$ cat config.mk
export PLATFORM = sky130hd
export DESIGN_NAME = ifm_irq_unit
export DESIGN_NICKNAME = d
export VERILOG_FILES = /design/src/design/ifm_pkg.sv /design/src/design/ifm_irq_unit.sv
export SDC_FILE = /design/constraint.sdc
export NUM_CORES = 1
export LEC_CHECK = 0
export ABC_CLOCK_PERIOD_IN_PS = 2500
export BUFFER_PORTS_ARGS = -buffer_cell sky130_fd_sc_hd__clkbuf_2
export CORE_ASPECT_RATIO = 1.2
export CORE_MARGIN = 2
export CORE_UTILIZATION = 44
export DETAILED_ROUTE_END_ITERATION = 7
export PLACE_DENSITY = 0.87
export SYNTH_ARGS = -nofsm -noshare
export SYNTH_HDL_FRONTEND = slang
export SYNTH_SLANG_ARGS = --single-unit
$ cat constraint.sdc
create_clock -name i_clk -period 2.5 [get_ports i_clk]
set_clock_uncertainty 0.05 [all_clocks]
set_input_delay 0.25 -clock i_clk [delete_from_list [all_inputs] [get_ports i_clk]]
set_output_delay 0.25 -clock i_clk [all_outputs]
set_load 0.01 [all_outputs]
$ cat src/design/ifm_pkg.sv
// Purpose: constants and types for the interrupt flag and mask unit
// Assumes: apb slave with 32-bit data, one register per aligned word
// Notes: printed offsets are not multiples of four, so they are indices
package ifm_pkg;
   // register indices as printed; byte address is four times the index
   localparam logic [15:0] IFM_IDX_PT_MASK = 16'hffe2;
   localparam logic [15:0] IFM_IDX_SER_MASK = 16'hffe3;
   localparam logic [15:0] IFM_IDX_K0_MASK = 16'hffe4;
   localparam logic [15:0] IFM_IDX_K1_MASK = 16'hffe5;
   localparam logic [15:0] IFM_IDX_CT_MASK = 16'hffe6;
   localparam logic [15:0] IFM_IDX_SW_MASK = 16'hffe7;
   localparam logic [15:0] IFM_IDX_PT_FLAG = 16'hfff2;
   localparam logic [15:0] IFM_IDX_SER_FLAG = 16'hfff3;
   localparam logic [15:0] IFM_IDX_K0_FLAG = 16'hfff4;
   localparam logic [15:0] IFM_IDX_K1_FLAG = 16'hfff5;
   localparam logic [15:0] IFM_IDX_CT_FLAG = 16'hfff6;
   localparam logic [15:0] IFM_IDX_SW_FLAG = 16'hfff7;
   // flag/mask group index within the 6 groups (index low nibble minus 2)
   localparam int IFM_NGRP = 6;
   // implemented bits per group, unused bits read zero
   localparam logic [23:0] IFM_IMPL = {4'h3, 4'hf, 4'h1, 4'h1, 4'h1, 4'h3};
   localparam logic [3:0] IFM_RST_VAL = 4'h0;
   // vectors, highest priority first
   localparam logic [15:0] IFM_VEC_WDT = 16'h0100;
   localparam logic [15:0] IFM_VEC_PT = 16'h0104;
   localparam logic [15:0] IFM_VEC_SER = 16'h0106;
   localparam logic [15:0] IFM_VEC_K0 = 16'h0108;
   localparam logic [15:0] IFM_VEC_K1 = 16'h010a;
   localparam logic [15:0] IFM_VEC_CT = 16'h010c;
   localparam logic [15:0] IFM_VEC_SW = 16'h010e;

   // request to the cpu core
   typedef struct packed {
      logic req;
      logic nmi;
      logic [15:0] vector;
   } ifm_req_s;

   // sequencer states, gray along idle -> ack -> done
   typedef enum logic [1:0] {
      IFM_ST_IDLE = 2'b00,
      IFM_ST_ACK = 2'b01,
      IFM_ST_DONE = 2'b11
   } ifm_state_e;
endpackage

$ cat src/design/ifm_irq_unit.sv
// Purpose: event flags, masks, gating, priority and vector for the cpu core
// Assumes: single 125 mhz clock, apb register access, sync active-low reset
// Notes: events arrive as one-cycle pulses from peripherals on this clock
//
// Design decision made here: register access over APB.
`timescale 1ns/10ps
module ifm_irq_unit
   import ifm_pkg::*;
(
   input wire logic i_clk,
   input wire logic i_nrst,
   input wire logic i_ce,
   // apb slave
   input wire logic i_psel,
   input wire logic i_penable,
   input wire logic i_pwrite,
   input wire logic [31:0] i_paddr,
   input wire logic [31:0] i_pwdata,
   output logic [31:0] o_prdata,
   output logic o_pready,
   output logic o_pslverr,
   // peripheral event pulses
   input wire logic [1:0] i_pt_evt,
   input wire logic i_ser_evt,
   input wire logic i_k0_evt,
   input wire logic i_k1_evt,
   input wire logic [3:0] i_ct_evt,
   input wire logic [1:0] i_sw_evt,
   input wire logic i_wdt_evt,
   // cpu core side
   input wire logic i_gie,
   input wire logic i_sp1_wr,
   input wire logic i_sp2_wr,
   input wire logic i_halted,
   input wire logic i_ack,
   output logic o_req,
   output logic o_nmi,
   output logic [15:0] o_vector,
   output logic o_clr_gie,
   output logic o_wake
);

   // storage is grouped by register: entry g serves the mask word at base+g
   // and the flag word at base+g, so one index decodes both tables
   // unused bit positions are never stored as ones, which keeps reads clean
   // without a separate read mask
   // state below is frozen whenever the clock enable is low and reset is released
   logic [3:0] flag_reg [IFM_NGRP]; // event flags per group
   logic [3:0] mask_reg [IFM_NGRP]; // mask bits per group
   logic sp1_seen_reg; // first stack pointer written
   logic sp2_seen_reg; // second stack pointer written
   logic nmi_pend_reg; // latched watchdog request
   logic [31:0] prdata_reg;
   logic pready_reg;
   logic pslverr_reg;
   ifm_req_s req_reg;
   ifm_req_s req_next;
   logic clr_gie_reg;
   logic wake_reg;
   ifm_state_e state_reg;
   logic [3:0] evt [IFM_NGRP]; // events regrouped by register
   logic [15:0] idx; // register index from byte address
   logic acc_wr;
   logic acc_rd;
   logic sp_ok;
   logic [IFM_NGRP-1:0] grp_pend;

   // implemented bits of a group
   // used by the flag set and mask write paths alike, so kept in one place
   // a group with fewer sources simply has a narrower pattern here
   function automatic logic [3:0] impl_bits(input int g);
      impl_bits = IFM_IMPL[g*4 +: 4];
   endfunction

   // map a register index to group; returns 1 when it hits base+g
   // flag and mask tables share this test with different bases
   // the fixed 16 gap between the two bases is what keeps masks aligned
   function automatic logic grp_hit(input logic [15:0] i, input logic [15:0] base, input int g);
      grp_hit = (i == base + 16'(g));
   endfunction

   // byte address to word index; the two low bits are ignored on purpose
   // a transfer is taken only in the first access cycle, before ready
   // this makes a stretched access impossible to apply twice
   // stack pointer pair must be complete before anything is requested
   assign idx = i_paddr[17:2];
   assign acc_wr = i_psel & i_penable & i_pwrite & ~pready_reg;
   assign acc_rd = i_psel & i_penable & ~i_pwrite & ~pready_reg;
   assign sp_ok = sp1_seen_reg & sp2_seen_reg;

   // events arranged in register order, bit positions as mapped
   // events are single-cycle pulses on this clock, so no edge detect here
   // a pulse held longer only sets the flag again, which is harmless
   always_comb begin
      evt[0] = {2'b00, i_pt_evt};
      evt[1] = {3'b000, i_ser_evt};
      evt[2] = {3'b000, i_k0_evt};
      evt[3] = {3'b000, i_k1_evt};
      evt[4] = i_ct_evt;
      evt[5] = {2'b00, i_sw_evt};
   end

   // flags: set by event, cleared by write of one, set wins
   // a write of zero leaves a flag alone, so software may clear one source
   // without disturbing the others in the same word
   // the event is or-ed in last: a clear racing an event never loses it
   // flags are independent of masks and of the core's enable
   always_ff @(posedge i_clk) begin
      if (!i_nrst) begin
         for (int g = 0; g < IFM_NGRP; g++) begin
            flag_reg[g] <= IFM_RST_VAL;
         end
      end else if (i_ce) begin
         for (int g = 0; g < IFM_NGRP; g++) begin
            logic [3:0] clr;
            clr = '0;
            if (acc_wr && grp_hit(idx, IFM_IDX_PT_FLAG, g)) begin
               clr = i_pwdata[3:0];
            end
            // event or-in after clear so a same-cycle event survives
            flag_reg[g] <= ((flag_reg[g] & ~clr) | evt[g]) & impl_bits(g);
         end
      end
   end

   // masks: plain read/write, unused bits held at zero
   // masks only gate the request; they never touch the flags themselves
   // all sources start blocked after reset
   // writes outside the six mask words fall through with no effect
   always_ff @(posedge i_clk) begin
      if (!i_nrst) begin
         for (int g = 0; g < IFM_NGRP; g++) begin
            mask_reg[g] <= IFM_RST_VAL;
         end
      end else if (i_ce) begin
         for (int g = 0; g < IFM_NGRP; g++) begin
            if (acc_wr && grp_hit(idx, IFM_IDX_PT_MASK, g)) begin
               mask_reg[g] <= i_pwdata[3:0] & impl_bits(g);
            end
         end
      end
   end

   // apb answer: one wait state, read data from flags and masks
   // ready is a single-cycle pulse; it drops by itself on the next edge
   // read data is loaded with ready and held until the next read
   // no error response: an unmapped address simply reads zero
   // the wait state costs a cycle per access but keeps decode off the
   // path from address to read data
   always_ff @(posedge i_clk) begin
      if (!i_nrst) begin
         prdata_reg <= 32'h0000_0000;
         pready_reg <= 1'b0;
         pslverr_reg <= 1'b0;
      end else if (i_ce) begin
         pready_reg <= i_psel & i_penable & ~pready_reg;
         pslverr_reg <= 1'b0;
         if (acc_rd) begin
            // unmapped reads return zero without error
            prdata_reg <= 32'h0000_0000;
            for (int g = 0; g < IFM_NGRP; g++) begin
               if (grp_hit(idx, IFM_IDX_PT_FLAG, g)) begin
                  prdata_reg <= {28'h0000000, flag_reg[g]};
               end
               if (grp_hit(idx, IFM_IDX_PT_MASK, g)) begin
                  prdata_reg <= {28'h0000000, mask_reg[g]};
               end
            end
         end
      end
   end

   // stack pointer interlock: both must be written, one alone re-blocks
   // a pointer written a second time on its own restarts the pair, so
   // software that sets only one pointer keeps every request blocked,
   // the watchdog request included, until the partner follows
   // writes of both in one cycle complete the pair at once
   always_ff @(posedge i_clk) begin
      if (!i_nrst) begin
         sp1_seen_reg <= 1'b0;
         sp2_seen_reg <= 1'b0;
      end else if (i_ce) begin
         if (i_sp1_wr && i_sp2_wr) begin
            sp1_seen_reg <= 1'b1;
            sp2_seen_reg <= 1'b1;
         end else if (i_sp1_wr) begin
            // pair completes if the other was pending, else wait for it
            sp1_seen_reg <= 1'b1;
            sp2_seen_reg <= sp2_seen_reg & ~sp1_seen_reg;
         end else if (i_sp2_wr) begin
            sp2_seen_reg <= 1'b1;
            sp1_seen_reg <= sp1_seen_reg & ~sp2_seen_reg;
         end
      end
   end

   // watchdog request latched until the sequencer holds it in the ack state
   // there is no readable flag and no mask for this source
   // a new watchdog pulse in the same cycle as the clear keeps the latch
   // limitation: two watchdog events before the request reaches the ack state give one request
   always_ff @(posedge i_clk) begin
      if (!i_nrst) begin
         nmi_pend_reg <= 1'b0;
      end else if (i_ce) begin
         if (i_wdt_evt) begin
            nmi_pend_reg <= 1'b1;
         end else if (state_reg == IFM_ST_ACK && req_reg.nmi) begin
            nmi_pend_reg <= 1'b0;
         end
      end
   end

   // per group: any flag enabled by its mask
   // the core's enable is applied later, in the priority encoder
   always_comb begin
      for (int g = 0; g < IFM_NGRP; g++) begin
         grp_pend[g] = |(flag_reg[g] & mask_reg[g]);
      end
   end

   // priority encode and gating; flags stay, so request repeats
   // watchdog ranks first and ignores the enable; the others need it
   // within the maskable sources the order is fixed, group 0 highest
   // nothing at all is offered while the stack pointer pair is incomplete
   // fixed priority can starve low sources if software never clears flags
   always_comb begin
      req_next = '0;
      if (sp_ok) begin
         if (nmi_pend_reg) begin
            req_next = '{req: 1'b1, nmi: 1'b1, vector: IFM_VEC_WDT};
         end else if (i_gie) begin
            if (grp_pend[0]) begin
               req_next = '{req: 1'b1, nmi: 1'b0, vector: IFM_VEC_PT};
            end else if (grp_pend[1]) begin
               req_next = '{req: 1'b1, nmi: 1'b0, vector: IFM_VEC_SER};
            end else if (grp_pend[2]) begin
               req_next = '{req: 1'b1, nmi: 1'b0, vector: IFM_VEC_K0};
            end else if (grp_pend[3]) begin
               req_next = '{req: 1'b1, nmi: 1'b0, vector: IFM_VEC_K1};
            end else if (grp_pend[4]) begin
               req_next = '{req: 1'b1, nmi: 1'b0, vector: IFM_VEC_CT};
            end else if (grp_pend[5]) begin
               req_next = '{req: 1'b1, nmi: 1'b0, vector: IFM_VEC_SW};
            end
         end
      end
   end

   // acceptance sequencer: hold request until ack, then clear enable
   // the vector is latched at request time so a higher source arriving
   // later cannot change what the core is already fetching
   // the enable clear pulse tells the core to drop its enable, which
   // blocks further maskable requests until software raises it again
   always_ff @(posedge i_clk) begin
      if (!i_nrst) begin
         state_reg <= IFM_ST_IDLE;
         req_reg <= '0;
         clr_gie_reg <= 1'b0;
         wake_reg <= 1'b0;
      end else if (i_ce) begin
         clr_gie_reg <= 1'b0;
         // any live request restarts a halted core
         wake_reg <= i_halted & req_next.req;
         case (state_reg)
            IFM_ST_IDLE: begin
               req_reg <= req_next;
               if (req_next.req) begin
                  state_reg <= IFM_ST_ACK;
               end
            end
            IFM_ST_ACK: begin
               // vector stays frozen while the core finishes its instruction
               if (i_ack) begin
                  req_reg <= '0;
                  clr_gie_reg <= 1'b1;
                  state_reg <= IFM_ST_DONE;
               end
            end
            IFM_ST_DONE: begin
               // one idle cycle lets the core's enable drop before re-arbitration
               state_reg <= IFM_ST_IDLE;
            end
            default: begin
               state_reg <= IFM_ST_IDLE;
            end
         endcase
      end
   end

   // every output comes straight from a register, no logic after the flops
   // keeps output timing to the core and the bus master predictable
   // request fields are unpacked from the carrier struct here
   assign o_prdata = prdata_reg;
   assign o_pready = pready_reg;
   assign o_pslverr = pslverr_reg;
   assign o_req = req_reg.req;
   assign o_nmi = req_reg.nmi;
   assign o_vector = req_reg.vector;
   assign o_clr_gie = clr_gie_reg;
   assign o_wake = wake_reg;
endmodule

# After elaboration in Yosys (flattened, before gate mapping)
# Memories as Yosys holds them, arrays and structs flattened.
# Index checks and enable logic that the tools add are counted.
# word_totals
register_bits	58
ramBits	48
input_bits	87
mem_count	2
# mem_list
name	words	word_bits	rd	rd_ports_with_merged_regs	wr	line	source
flag_reg	6	4	6	0	6	ifm_irq_unit.sv:48	logic [3:0] flag_reg [IFM_NGRP];
mask_reg	6	4	6	0	6	ifm_irq_unit.sv:49	logic [3:0] mask_reg [IFM_NGRP];
# classes
eq_ne	15
n_mux	94
bitwise	50
reduce_logical	29
# op_table
cell	count
$mux W32	11
$eq A16 B16 Y1 const B	12
$mux W18	10
$mux W4	16
$mux W1	47
$pmux W18 S2	1
$and A4 B4 Y4	7
$reduce_or A4 Y1	6
$mux W2	8
$or A1 B1 Y1	15
$logic_and A1 B1 Y1	14
$and A1 B1 Y1	13
$not A1 Y1	7
$reduce_and A2 Y1	3
$reduce_and A3 Y1	2
$and A2 B2 Y2	2
$ne A2 B2 Y1 const B	2
$not A2 Y2	2
$not A4 Y4	1
$or A2 B2 Y2	2
$or A4 B4 Y4	1
$pmux W2 S2	1
$reduce_bool A2 Y1	2
$reduce_bool A3 Y1	1
other kinds (2)	2

# Depth between registers and ports, before layout
# An unclocked memory read counts as a cell.
# logic_depth
word_depth	14
mapped_depth	6
mapped_depth_nobuf	5

# Worst setup path after synthesis
# Ideal clock, no wire load.
# synth_timing
path_kind	reg-to-reg
startpoint	memory mask_reg[4][0]
endpoint	register wake_reg (netlist: o_wake)
setup_time_ns	0.145
arrival_time_ns	1.520
path_slack_ns	0.785
stages_incl_launch_ff	6
path_buffers	0
cell_sequence	edfxtp_1 a22o_1 a221o_1 or4_4 nand2_1 o32ai_1
# synth_rtl
element	line	source
from (decl)	ifm_irq_unit.sv:49	
to (signal assigned)	ifm_irq_unit.sv:263	wake_reg <= i_halted & req_next.req;
to (decl)	ifm_irq_unit.sv:59	logic wake_reg;

==> results.md <==
* Outcome: complete, no violations
* Skew-Pair Late Insertion Delay at between 0.2 and 0.3 ns
* DR iter-0 viols at 141
* CTS Buffer Depth at 2
* Max-slew violations at 0
* Fill cells at roughly 520
* CP endpoint kind: flip-flop
* R2R depth at 5
* WP data arrival at around 1.8 ns
* Hold Crit Class: in2reg
* Post-Synthesis Cells at approximately 280
* Diode count at 0
* Setup TNS at 0 ns
* Fmax at around 540 MHz
* Share of the synthesized area in the top cell type at 0.271
* First-pass GRT wire length at 8.59 mm
* Clock transition at path regs at roughly 0.080 ns
* Die span in x at just over 70 µm
* Nets@finish at 420
* Ys flop type: edfxtp_1
* Count of state elements after synthesis at 39
* Final worst slack at approximately 0.64 ns
* Ratio of cells with drive above 1 in the final layout at 0.216
* Clk sinks at 39
* Vias in the first global route at around 1900
* Worst EP required at ~2.4 ns
* Tcrit/Tclk final at 0.744
* Endpoints failing setup at 0
* CP startpoint: o_pready
* Pwr Density at 559 mW/mm²
* Post-DR vias/cell at ~5.3
* Largest net degree at the start of global routing at 31
* YS warnings at 0
* Post-synthesis area per instance at roughly 8.7 µm²
* HP Start: i_halted
* Most frequent cells in the layout: clkbuf_2 (55), conb_1 (41), nand2_1 (22), edfxtp_1 (22), nor2_1 (21)
* Max_cap viols at 0
* Leak at between 1 and 1.5 nW
* Netlist Area Pre-Place at between 0.002 and 0.0025 mm²
* R2R Path Start: o_pready
* Worst Hold End: o_wake
* Hold Vio Cnt, Final at 0
* Worst-path fanout max at 6
* Die Y at around 86 µm
* GRT overflow at 0
* CTS tree: yes
* Worst R2R End: mask_reg[0][1]
* Per-cell routed wire length at 13.9 µm
* CTS Root Cell: clkbuf_8
* R2r setup slk at between 0.6 and 0.7 ns
* Core footprint at ~0.0053 mm²
* Port Buf Inserts at 55
* Post CTS Setup Buffer Count at 0
* Peak supply drop at 0.302 mV
* Sequential element share of the synthesized area at 0.410
* Top post-synthesis cells by area: edfxtp_1 (27%), dfxtp_1 (14%), buf_4 (13%)
* First-pass DRT Iterations at 4
* Rel. slew slack at 0.521
* Placer Congestion at 0.872
* Synth area leader: edfxtp_1
* DRC at 0
* Worst Hold Depth at 3
* Overall routed net length at approximately 5.5 mm
* WS Path Type: reg2reg
* Post-route ant nets at 0
* Cts hold-fix bufs at 0
* Vias at roughly 2100
* Die area at between 0.006 and 0.007 mm²
* EDFF count, synth at 22
* Tot GR Track Use at 0.177
* CTS resizes at 0
* DP Wirelength at approximately 4.3 mm
* Initial Util at 0.457
* CTS HTree Levels at 2
* Commonest non-fill, non-tap cell in the layout: clkbuf_2
* Startpoint types: flip-flop
* Initial antenna violation count at 0
* Netlist cell types at 41
* Num ports at 141
* Slew of the pin with the lowest slew margin at 0.718 ns
* Post-Place Setup Slack at between 0.5 and 0.6 ns
* Cts bufs inserted at 5
* Synth async-reset ratio at 0
* Area Overhead vs Synth at 12.2%
* Unrepaired setup endpoints after global routing: false
* Final min period at roughly 1.9 ns
* FP Rows at 29
[metrics by stage]
| step | instances | total power [mW] | utilization | hold slack [ns] | cell area, µm² |
|---|---|---|---|---|---|
| CTS | 396 | 1.54 | 0.513 | 0.149 | 2740 |
| global route | 396 | 1.59 | 0.513 | 0.175 | 2740 |
| floorplan | 321 | 0.900 | - | 0.356 | 2590 |
| detailed placement | 388 | 0.922 | 0.488 | 0.395 | 2600 |
| global placement | 388 | 0.915 | 0.488 | 0.393 | 2600 |
| finish | 396 | 1.53 | 0.513 | 0.153 | 2740 |
[layer usage]
layer,global-route usage,vias up,wire length (µm)
li1,-,1033,-
met1,0.216,976,2200
met2,0.322,99,2860
met3,0.0282,2,427
met4,0.0446,0,14
met5,0,-,0
[report_power, final]
group	total, mW	switching, mW	internal, mW
sequential	0.722	0.0199	0.703
combinational	0.185	0.116	0.0696
clock	0.621	0.222	0.399
[worst max path at each step]
stage | slack [ns] | depth (start not counted) | end
2_1_floorplan | 0.79 | 5 | o_wake
3_3_place_gp | 0.59 | 6 | mask_reg[0][1]
3_5_place_dp | 0.54 | 6 | mask_reg[0][0]
4_1_cts | 0.62 | 5 | mask_reg[0][1]
5_1_grt | 0.48 | 5 | mask_reg[0][1]
6_report | 0.64 | 5 | mask_reg[0][1]
[logic make-up after synthesis]
group | share of synthesized area
muxes | 0.0267
other | 0.00154
buffers and inverters | 0.166
DFF | 0.410
AOI/OAI and AO/OA | 0.165
and+or+nand+nor | 0.230
[worst max-delay path, stage by stage, from the launching register on]
cell	delay [ns]
dfxtp_1	0.34
nand4b_1	0.24
nor3b_1	0.25
buf_4	0.17
nand2_1	0.15
o21ai_0	0.34
[synthesized netlist by cell type, types with 2 or more instances]
| library cell | n |
|---|---|
| a31oi_1 | 2 |
| nand4_1 | 12 |
| clkbuf_1 | 8 |
| and3b_1 | 2 |
| nand4b_1 | 2 |
| mux2_2 | 4 |
| nor2b_1 | 7 |
| nor3_1 | 3 |
| a211oi_1 | 2 |
| nor3b_1 | 3 |
| edfxtp_1 | 22 |
| nand3b_1 | 2 |
| mux2i_1 | 2 |
| nor2_1 | 21 |
| dfxtp_1 | 17 |
| a21boi_0 | 8 |
| inv_1 | 12 |
| nand3_1 | 20 |
| a21oi_1 | 14 |
| a22oi_1 | 7 |
| and3_1 | 3 |
| o311ai_0 | 2 |
| buf_2 | 3 |
| o21ai_0 | 17 |
| buf_4 | 42 |
| nand2_1 | 22 |
| nand2b_1 | 8 |
[area by class of cell]
type / count / area, µm² / area share
Clock inverter: 2 / 60.1 / 0.0219
Tap cell: 62 / 77.6 / 0.0283
Sequential cell: 39 / 1000 / 0.366
Timing Repair Buffer: 58 / 298 / 0.109
Inverter: 12 / 45.0 / 0.0165
Multi-Input combinational cell: 217 / 1180 / 0.432
Clock buffer: 6 / 72.6 / 0.0265
Note: power is estimated with default switching activity, not from simulation.
